**src/uidfc_map.vh**
```
// constants for the serial port interrupt, dma and flow control block
// assumes inclusion by bare name from the design file
`ifndef UIDFC_MAP_VH
`define UIDFC_MAP_VH
// -----------------------------------------------------------------
// interrupt status bit positions (7-bit vectors)
// -----------------------------------------------------------------
`define UIDFC_IRQ_W 7
`define UIDFC_BIT_RX 0
`define UIDFC_BIT_TX 1
`define UIDFC_BIT_RT 2
`define UIDFC_BIT_FE 3
`define UIDFC_BIT_PE 4
`define UIDFC_BIT_BE 5
`define UIDFC_BIT_OE 6
`define UIDFC_IRQ_RST 7'h00
// -----------------------------------------------------------------
// fifo shapes
// -----------------------------------------------------------------
`define UIDFC_RX_WIDTH 12
`define UIDFC_RX_DEPTH 4
`define UIDFC_RX_AW 2
`define UIDFC_TX_WIDTH 8
`define UIDFC_TX_DEPTH 32
`define UIDFC_TX_AW 5
// rx fifo word fields
`define UIDFC_RXW_FE 8
`define UIDFC_RXW_PE 9
`define UIDFC_RXW_BE 10
`define UIDFC_RXW_OE 11
// -----------------------------------------------------------------
// timing
// -----------------------------------------------------------------
`define UIDFC_RT_TICKS 9'h1FF
`define UIDFC_TX_LVL_STEP 6'h04
`endif

```
**src/uidfc_top.v**
```verilog
// serial port interrupt flags, dma request lines and hardware flow
// control, with the receive and transmit fifos in the data path
// assumes shift logic and baud generation outside, on the same clk
// assumes receive strobes and dma clear pulses last one clk cycle
// assumes clear-to-send and infrared input are async pins, idle high
// assumes the shifter pulses txLoad only while txStartOk_ff is high
//
// Function
// - break, parity, framing flags set by events, cleared by clear write
// - overrun flag follows overrun, cleared when receive fifo is read
// - interrupt output is the or of all masked status bits
// - overrun raised at last stop bit when receive fifo full
// - break and receive interrupts at last stop bit, second if two
// - parity error raised once parity bit received
// - framing error raised at bit where frame is violated
// - timeout after 511 x16 ticks with data waiting in fifo
// - transmit interrupt after msb of last queued character sent
// - receive single dma request while receive fifo not empty
// - receive burst dma request while level above watermark
// - receive clear pulse from dma drops receive requests
// - transmit single dma request while any free location exists
// - transmit burst dma request while level below watermark
// - transmit clear pulse from dma drops transmit requests
// - receive single and burst together above watermark, single only below
// - infrared encoder output has inverse polarity of decoder input
// - with rx flow control, rts active until level passes watermark
// - rts active again once reads bring level back down
// - with tx flow control, cts checked before each character
// - cts lost mid character: character finishes, then stop
// - separate enables for tx and rx flow control, 1 enables
// - interrupt clear is write only, 1 clears, 0 no effect
// - dma stop on error suppresses both receive dma requests
// - transmit fifo 8 x 32, one byte holding register if disabled
`timescale 1ns/100ps
`default_nettype none
`include "uidfc_map.vh"

// -----------------------------------------------------------------
// fifo with registered flags and count
// -----------------------------------------------------------------
module uidfc_fifo #(
  parameter WIDTH = 8,
  parameter DEPTH = 4,
  parameter AW = 2
) (
  input wire clk,
  input wire nrst,
  input wire oneDeep,
  input wire inValid,
  output reg inReady,
  input wire [WIDTH-1:0] inData,
  output reg outValid,
  input wire outReady,
  output wire [WIDTH-1:0] outData,
  output reg [AW:0] count
);
  reg [WIDTH-1:0] mem [0:DEPTH-1];
  reg [AW-1:0] wrPtr_ff;
  reg [AW-1:0] rdPtr_ff;
  reg [AW:0] nxt_count;
  reg [AW:0] limit;
  wire doPush;
  wire doPop;

  assign doPush = inValid && inReady;
  assign doPop = outValid && outReady;
  assign outData = mem[rdPtr_ff];

  always @* begin
    limit = oneDeep ? {{AW{1'b0}}, 1'b1} : DEPTH[AW:0];
    nxt_count = count;
    if (doPush && !doPop) begin
      nxt_count = count + {{AW{1'b0}}, 1'b1};
    end else if (doPop && !doPush) begin
      nxt_count = count - {{AW{1'b0}}, 1'b1};
    end
  end

  always @(posedge clk) begin
    if (doPush) begin
      mem[wrPtr_ff] <= inData;
    end
  end

  always @(posedge clk) begin
    if (!nrst) begin
      wrPtr_ff <= {AW{1'b0}};
      rdPtr_ff <= {AW{1'b0}};
      count <= {(AW+1){1'b0}};
      inReady <= 1'b0;
      outValid <= 1'b0;
    end else begin
      if (doPush) begin
        wrPtr_ff <= wrPtr_ff + {{(AW-1){1'b0}}, 1'b1};
      end
      if (doPop) begin
        rdPtr_ff <= rdPtr_ff + {{(AW-1){1'b0}}, 1'b1};
      end
      count <= nxt_count;
      inReady <= (nxt_count < limit);
      outValid <= (nxt_count != {(AW+1){1'b0}});
    end
  end
endmodule

// -----------------------------------------------------------------
// pin synchroniser: three flops, a change counts once two agree
// -----------------------------------------------------------------
module uidfc_sync3 #(
  parameter [0:0] IDLE = 1'b1
) (
  input wire clk,
  input wire nrst,
  input wire pinIn,
  output reg level_ff
);
  reg [2:0] sync_ff;

  // preset to the idle level so reset release gives no false edge
  always @(posedge clk) begin
    if (!nrst) begin
      sync_ff <= {3{IDLE}};
      level_ff <= IDLE;
    end else begin
      sync_ff <= {sync_ff[1:0], pinIn};
      if (sync_ff[1] == sync_ff[2]) begin
        level_ff <= sync_ff[2];
      end
    end
  end
endmodule

// -----------------------------------------------------------------
// top: flags, dma requests, flow control
// -----------------------------------------------------------------
module uidfc_top (
  input wire clk,
  input wire nrst,
  input wire fifoEnable,
  input wire twoStopBitsSel,
  input wire oversampleTickX16,
  input wire stopBitStrobe,
  input wire stopBitIsSecond,
  input wire [7:0] rxCharData,
  input wire rxBreakBit,
  input wire rxParityBit,
  input wire rxFrameBit,
  input wire parityErrStrobe,
  input wire frameErrStrobe,
  input wire rxReadReq,
  output reg rxReadValid_ff,
  output reg [11:0] rxReadData_ff,
  output wire rxFifoNotEmpty,
  input wire txWrValid,
  input wire [7:0] txWrData,
  output wire txWrReady,
  input wire txLoad,
  input wire txMsbDone,
  output reg txStartOk_ff,
  output reg [7:0] txChar_ff,
  input wire [6:0] irqMask,
  input wire irqClearWr,
  input wire [6:0] irqClearData,
  output reg [6:0] rawStatus_ff,
  output reg [6:0] maskedStatus_ff,
  output reg serialPortIrq_ff,
  input wire rxDmaEn,
  input wire txDmaEn,
  input wire dmaStopOnRxError,
  input wire [2:0] rxWatermarkSel,
  input wire [2:0] txWatermarkSel,
  input wire rxDmaReqClear,
  input wire txDmaReqClear,
  output reg rxDmaSingleReq_ff,
  output reg rxDmaBurstReq_ff,
  output reg txDmaSingleReq_ff,
  output reg txDmaBurstReq_ff,
  input wire txFlowCtrlEn,
  input wire rxFlowCtrlEn,
  input wire clearToSend_n,
  output reg requestToSend_n_ff,
  input wire irEncodePulse,
  input wire infraredRxIn_n,
  output reg infraredTxOut_ff,
  output reg irRxPulse_ff
);
  wire rxInReady;
  wire rxOutValid;
  wire [11:0] rxOutData;
  wire [2:0] rxCount;
  wire txOutValid;
  wire [7:0] txOutData;
  wire [5:0] txCount;
  wire lastStop;
  wire rxPop;
  wire txPop;
  wire [5:0] txLevel;
  wire ctsPin_n;
  wire irPin_n;
  reg [8:0] rtCount_ff;
  reg [6:0] nxt_raw;
  reg [6:0] setEv;
  reg [6:0] clrEv;
  reg nxt_rtHit;
  reg [8:0] nxt_rtCount;
  wire rxSuppress;
  wire ctsOk;

  // -----------------------------------------------------------------
  // fifos
  // -----------------------------------------------------------------
  assign lastStop = stopBitStrobe && (!twoStopBitsSel || stopBitIsSecond);
  assign rxPop = rxReadReq && rxOutValid;
  assign rxFifoNotEmpty = rxOutValid;

  uidfc_fifo #(
    .WIDTH(`UIDFC_RX_WIDTH),
    .DEPTH(`UIDFC_RX_DEPTH),
    .AW(`UIDFC_RX_AW)
  ) rxFifo (
    .clk(clk),
    .nrst(nrst),
    .oneDeep(!fifoEnable),
    .inValid(lastStop),
    .inReady(rxInReady),
    .inData({1'b0, rxBreakBit, rxParityBit, rxFrameBit, rxCharData}),
    .outValid(rxOutValid),
    .outReady(rxReadReq),
    .outData(rxOutData),
    .count(rxCount)
  );

  // one byte holding register when the fifo is off
  uidfc_fifo #(
    .WIDTH(`UIDFC_TX_WIDTH),
    .DEPTH(`UIDFC_TX_DEPTH),
    .AW(`UIDFC_TX_AW)
  ) txFifo (
    .clk(clk),
    .nrst(nrst),
    .oneDeep(!fifoEnable),
    .inValid(txWrValid),
    .inReady(txWrReady),
    .inData(txWrData),
    .outValid(txOutValid),
    .outReady(txPop),
    .outData(txOutData),
    .count(txCount)
  );

  // shifter takes a character only while start is allowed
  assign txPop = txLoad && txStartOk_ff && txOutValid;

  // -----------------------------------------------------------------
  // pin synchronisers
  // -----------------------------------------------------------------
  uidfc_sync3 #(
    .IDLE(1'b1)
  ) ctsSync (
    .clk(clk),
    .nrst(nrst),
    .pinIn(clearToSend_n),
    .level_ff(ctsPin_n)
  );

  uidfc_sync3 #(
    .IDLE(1'b1)
  ) irSync (
    .clk(clk),
    .nrst(nrst),
    .pinIn(infraredRxIn_n),
    .level_ff(irPin_n)
  );

  // -----------------------------------------------------------------
  // interrupt flags
  // -----------------------------------------------------------------
  always @* begin
    nxt_rtCount = rtCount_ff;
    nxt_rtHit = 1'b0;
    if (!rxOutValid || lastStop || rxPop) begin
      nxt_rtCount = 9'h000;
    end else if (oversampleTickX16) begin
      if (rtCount_ff == `UIDFC_RT_TICKS - 9'h001) begin
        nxt_rtHit = 1'b1;
      end
      if (rtCount_ff != `UIDFC_RT_TICKS) begin
        nxt_rtCount = rtCount_ff + 9'h001;
      end
    end
  end

  always @* begin
    setEv = 7'h00;
    setEv[`UIDFC_BIT_RX] = lastStop;
    setEv[`UIDFC_BIT_TX] = txMsbDone && !txOutValid;
    setEv[`UIDFC_BIT_RT] = nxt_rtHit;
    setEv[`UIDFC_BIT_FE] = frameErrStrobe;
    setEv[`UIDFC_BIT_PE] = parityErrStrobe;
    setEv[`UIDFC_BIT_BE] = lastStop && rxBreakBit;
    setEv[`UIDFC_BIT_OE] = lastStop && !rxInReady;
    clrEv = irqClearWr ? irqClearData : 7'h00;
    clrEv[`UIDFC_BIT_OE] = clrEv[`UIDFC_BIT_OE] || rxPop;
    nxt_raw = (rawStatus_ff & ~clrEv) | setEv;
  end

  always @(posedge clk) begin
    if (!nrst) begin
      rtCount_ff <= 9'h000;
      rawStatus_ff <= `UIDFC_IRQ_RST;
      maskedStatus_ff <= `UIDFC_IRQ_RST;
      serialPortIrq_ff <= 1'b0;
    end else begin
      rtCount_ff <= nxt_rtCount;
      rawStatus_ff <= nxt_raw;
      maskedStatus_ff <= nxt_raw & irqMask;
      serialPortIrq_ff <= |(nxt_raw & irqMask);
    end
  end

  // -----------------------------------------------------------------
  // dma requests
  // -----------------------------------------------------------------
  assign rxSuppress = dmaStopOnRxError && (|nxt_raw[`UIDFC_BIT_OE:`UIDFC_BIT_FE]);
  assign txLevel = {1'b0, txWatermarkSel, 2'b00} + `UIDFC_TX_LVL_STEP;

  always @(posedge clk) begin
    if (!nrst) begin
      rxDmaSingleReq_ff <= 1'b0;
      rxDmaBurstReq_ff <= 1'b0;
      txDmaSingleReq_ff <= 1'b0;
      txDmaBurstReq_ff <= 1'b0;
    end else begin
      rxDmaSingleReq_ff <= rxDmaEn && !rxSuppress && !rxDmaReqClear
        && rxOutValid;
      rxDmaBurstReq_ff <= rxDmaEn && !rxSuppress && !rxDmaReqClear
        && ({3'h0, rxCount} > {3'h0, rxWatermarkSel});
      txDmaSingleReq_ff <= txDmaEn && !txDmaReqClear && txWrReady;
      txDmaBurstReq_ff <= txDmaEn && !txDmaReqClear && txWrReady
        && (txCount < txLevel);
    end
  end

  // -----------------------------------------------------------------
  // flow control, transmit hand-off, infrared polarity
  // -----------------------------------------------------------------
  assign ctsOk = !txFlowCtrlEn || !ctsPin_n;

  always @(posedge clk) begin
    if (!nrst) begin
      requestToSend_n_ff <= 1'b1;
      txStartOk_ff <= 1'b0;
      txChar_ff <= 8'h00;
      rxReadValid_ff <= 1'b0;
      rxReadData_ff <= 12'h000;
      infraredTxOut_ff <= 1'b0;
      irRxPulse_ff <= 1'b0;
    end else begin
      // active low; drops above watermark, back once level is at or below it
      requestToSend_n_ff <= rxFlowCtrlEn
        && ({3'h0, rxCount} > {3'h0, rxWatermarkSel});
      // gates only character starts, a running one completes
      txStartOk_ff <= txOutValid && ctsOk && !txPop;
      txChar_ff <= txOutData;
      rxReadValid_ff <= rxPop;
      if (rxPop) begin
        rxReadData_ff <= {rawStatus_ff[`UIDFC_BIT_OE], rxOutData[10:0]};
      end
      infraredTxOut_ff <= irEncodePulse;
      irRxPulse_ff <= !irPin_n;
    end
  end
endmodule
`default_nettype wire

```
**config.mk**
```make
export PLATFORM = sky130hd
export DESIGN_NAME = uidfc_top
export DESIGN_NICKNAME = d
export VERILOG_FILES = /design/src/uidfc_top.v
export VERILOG_INCLUDE_DIRS = /design/src
export SDC_FILE = /design/constraint.sdc
export NUM_CORES = 1
export LEC_CHECK = 0
export ABC_CLOCK_PERIOD_IN_PS = 3500
export BUFFER_PORTS_ARGS = -buffer_cell sky130_fd_sc_hd__buf_2
export CAP_MARGIN = 15
export CORE_AREA = 2 2 201 203
export CTS_CLUSTER_DIAMETER = 200
export CTS_CLUSTER_SIZE = 20
export DETAILED_ROUTE_END_ITERATION = 10
export DIE_AREA = 0 0 203 205
export HOLD_SLACK_MARGIN = 0.12
export PLACE_DENSITY = 0.61
export SYNTH_ARGS = -nofsm -noshare
export SYNTH_HDL_FRONTEND = slang
export SYNTH_HIERARCHICAL = 1
export SYNTH_SLANG_ARGS = --single-unit
```
**constraint.sdc**
```tcl
create_clock -name clk -period 3.5 [get_ports clk]
set_clock_uncertainty 0.15 [all_clocks]
set_input_delay 0.525 -clock clk [delete_from_list [all_inputs] [get_ports clk]]
set_output_delay 0.525 -clock clk [all_outputs]
set_load 0.01 [all_outputs]
```
==> run summary <==
========================================================================================================
Reported leakage power                                                                           5.97 nW
Most common cell after layout, fill and taps aside                                              edfxtp_1
Crit path cell chain                                                                        and3_1 > and2_1 > nand3_1 > o41ai_1 > xor2_1 > ha_1 > nand3b_1 > or3_1 > o31ai_1
Largest net degree at the start of global routing                                                     53
Antenna Violating Nets Remaining                                                                       0
Clock latency reported for the late side of the worst-skew pair                                   540 ps
Clock Tree Root                                                                                clkbuf_16
Unrepaired setup endpoints after global routing                                                    false
Top delay family on crit path                                                               simple AND/OR/NAND/NOR gates
Number of buffers and inverters on the critical path                                                   0
Post-synth design cell area                                                                   15,500 um2
Worst hold slack                                                                                  186 ps
Die outline area                                                                              41,600 um2
Antenna diodes                                                                                         0
Transition at the pin with the smallest max-transition slack                                      886 ps
I/O Pins                                                                                             109
Worst path required time                                                                         3800 ps
Combinational group share of total power                                                            8.4%
Total CTS buffers                                                                                     23
Period utilisation layout                                                                          82.0%
Number of instances in the synthesized netlist                                                       880
Type of element capturing the critical path                                                         flop
Total track usage                                                                                  15.1%
Initial Util                                                                                       39.3%
Maximum clock frequency                                                                        0.348 GHz
Drt drc                                                                                                0
Slowest CP cell                                                                                  dfxtp_1
Number of max-capacitance violations reported                                                          0
Max IR drop VDD                                                                                 0.410 mV
Cell depth of the worst setup path                                                                     9
Net count of the mapped netlist                                                                      968
Worst Setup Path Type                                                                         reg -> reg
Result of the run                                                                           finished, final reports clean
DRT Wirelength                                                                                 31,300 um
Power per cell area                                                                           490 nW/um2
Slowest cell delay on critical path                                                               420 ps
Design internal power                                                                            6.75 mW
Number of cells on the worst reg-to-reg path                                                           9
Post-CTS clock slew at the launch and capture registers of the worst setup and hold paths          90 ps
Number of post-CTS setup repair buffers                                                                0
Drt initial violations                                                                               607
Number of buffers inserted by hold repair at cts                                                      31
Number of antenna violations at the first check in global routing                                      1
Global-route wire length before repair                                                         48,300 um
First-pass DRT Iterations                                                                              4
Input/output buffers                                                                                 108
Sequential cell fraction of total power                                                            60.7%
Reg2reg start                                                                               txFifo/outValid$_SDFF_PN0_
Clock power share                                                                                  30.9%
Data arrival time of the worst path                                                              3170 ps
CTS H-Tree Depth                                                                                       1
Average via count per standard cell                                                                 5.13
Launch point of the critical path                                                           txFifo/outValid$_SDFF_PN0_
Core area                                                                                     39,400 um2
CP Max Fanout                                                                                          8
Number of hold violations in the final report                                                          0
Die Y-Extent                                                                                      205 um
Area growth, synth to finish                                                                       14.9%
Post-DP HPWL                                                                                   20,200 um
Number of endpoints failing setup at the final stage                                                   0
Clock Sink Count                                                                                     395
Worst Hold Depth                                                                                       3
Aggregate global routing overflow                                                                      0
Final number of max-transition violations                                                              0
Average detailed-routed wire length per instance                                                 19.8 um
Placement Rows                                                                                        73
Most frequent cells in the layout                                                           300 x edfxtp_1, 108 x buf_2, 93 x dfxtp_1
Class of the tightest hold or removal check                                                    in -> reg
Vias after detailed routing                                                                        8,116
Share of final-layout standard cells stronger than drive strength 1                                26.8%
CTS Buffer Depth                                                                                       3
Source of the worst hold timing path                                                        irqClearData[1]
Switching share of power                                                                           22.4%
Fin crit period                                                                                  2870 ps
Number of global-route vias before repair                                                          8,136
Die Width                                                                                         203 um
Fill cells                                                                                         3,418
TritonCTS clock tree                                                                                 yes
Sw power                                                                                         1.95 mW
Startpoint Class                                                                                    flop
CTS-repair resized insts                                                                               0
Ys Warns                                                                                               6
Average cell area after synthesis                                                               17.6 um2
Routability congestion estimate                                                                    0.754
Final #Nets                                                                                        1,130
Worst slew margin relative to its limit                                                            40.9%
TNS Setup                                                                                           0 ps
========================================================================================================
## cell type report
cell class | count | area [um2] | area share, %
timing repair buffer | 175 | 1170 | 6.59
inverter | 19 | 71.3 | 0.401
clock inverter | 2 | 16.3 | 0.0915
clock buffer | 39 | 636 | 3.58
sequential | 395 | 10900 | 61.4
multi-input combinational | 428 | 4310 | 24.2
tap | 525 | 657 | 3.70
## worst reg2reg max path: cells and delay by family, from the launching register on
family,cells,cell delay (ps)
xor gates and xnor gates,1,180
AOI/OAI and AO/OA,2,580
DFF,1,420
and+or+nand+nor,5,1230
adders and majority gates,1,220
## per-stage QoR
stage	std cells	total power, mW	util, %	setup WS [ps]	instance area, um2
6_report	1583	8.70	45.1	628	17800
5_1_grt	1583	9.06	45.1	365	17800
4_1_cts	1583	8.80	45.1	664	17800
3_5_place_dp	1511	6.11	42.7	486	16800
3_3_place_gp	1511	6.08	42.7	527	16800
2_1_floorplan	880	5.83	-	821	15500
## power groups by stage
stage / Sequential [mW] / Clock [mW] / Combinational, mW
3_3_place_gp: 5.39 / 0 / 0.697
5_1_grt: 5.30 / 2.94 / 0.822
4_1_cts: 5.28 / 2.77 / 0.743
3_5_place_dp: 5.39 / 0 / 0.714
2_1_floorplan: 5.36 / 0 / 0.464
6_report: 5.28 / 2.69 / 0.734
## sequential cells by signal, indices dropped and copies added, names as in the netlist, 5 cells and up, named ones only
name             count
txFifo/rdPtr_ff      5
txFifo/mem         256
rxReadData_ff       12
maskedStatus_ff      7
txFifo/count         6
txChar_ff            8
rxFifo/mem          44
txFifo/wrPtr_ff      5
rawStatus_ff         7
rtCount_ff           9
## metal layers
metal  up-vias  track usage (%)  part of all wire, %
met4         2             2.16                  1.2
met3        32             2.27                  5.5
li1       3720                -                    -
met5         -                0                0.042
met1      4139             22.0                   47
met2       223             24.6                   46
## worst paths after layout
path / endpoint / slack [ps]
max: txFifo/inReady$_SDFF_PN0_ / 630
min: rawStatus_ff[1]$_SDFF_PN0_ / 190
max reg2reg: txFifo/inReady$_SDFF_PN0_ / 630
min reg2reg: irSync/sync_ff[1]$_SDFF_PN1_ / 260
Note: power is estimated with default switching activity, not from simulation.
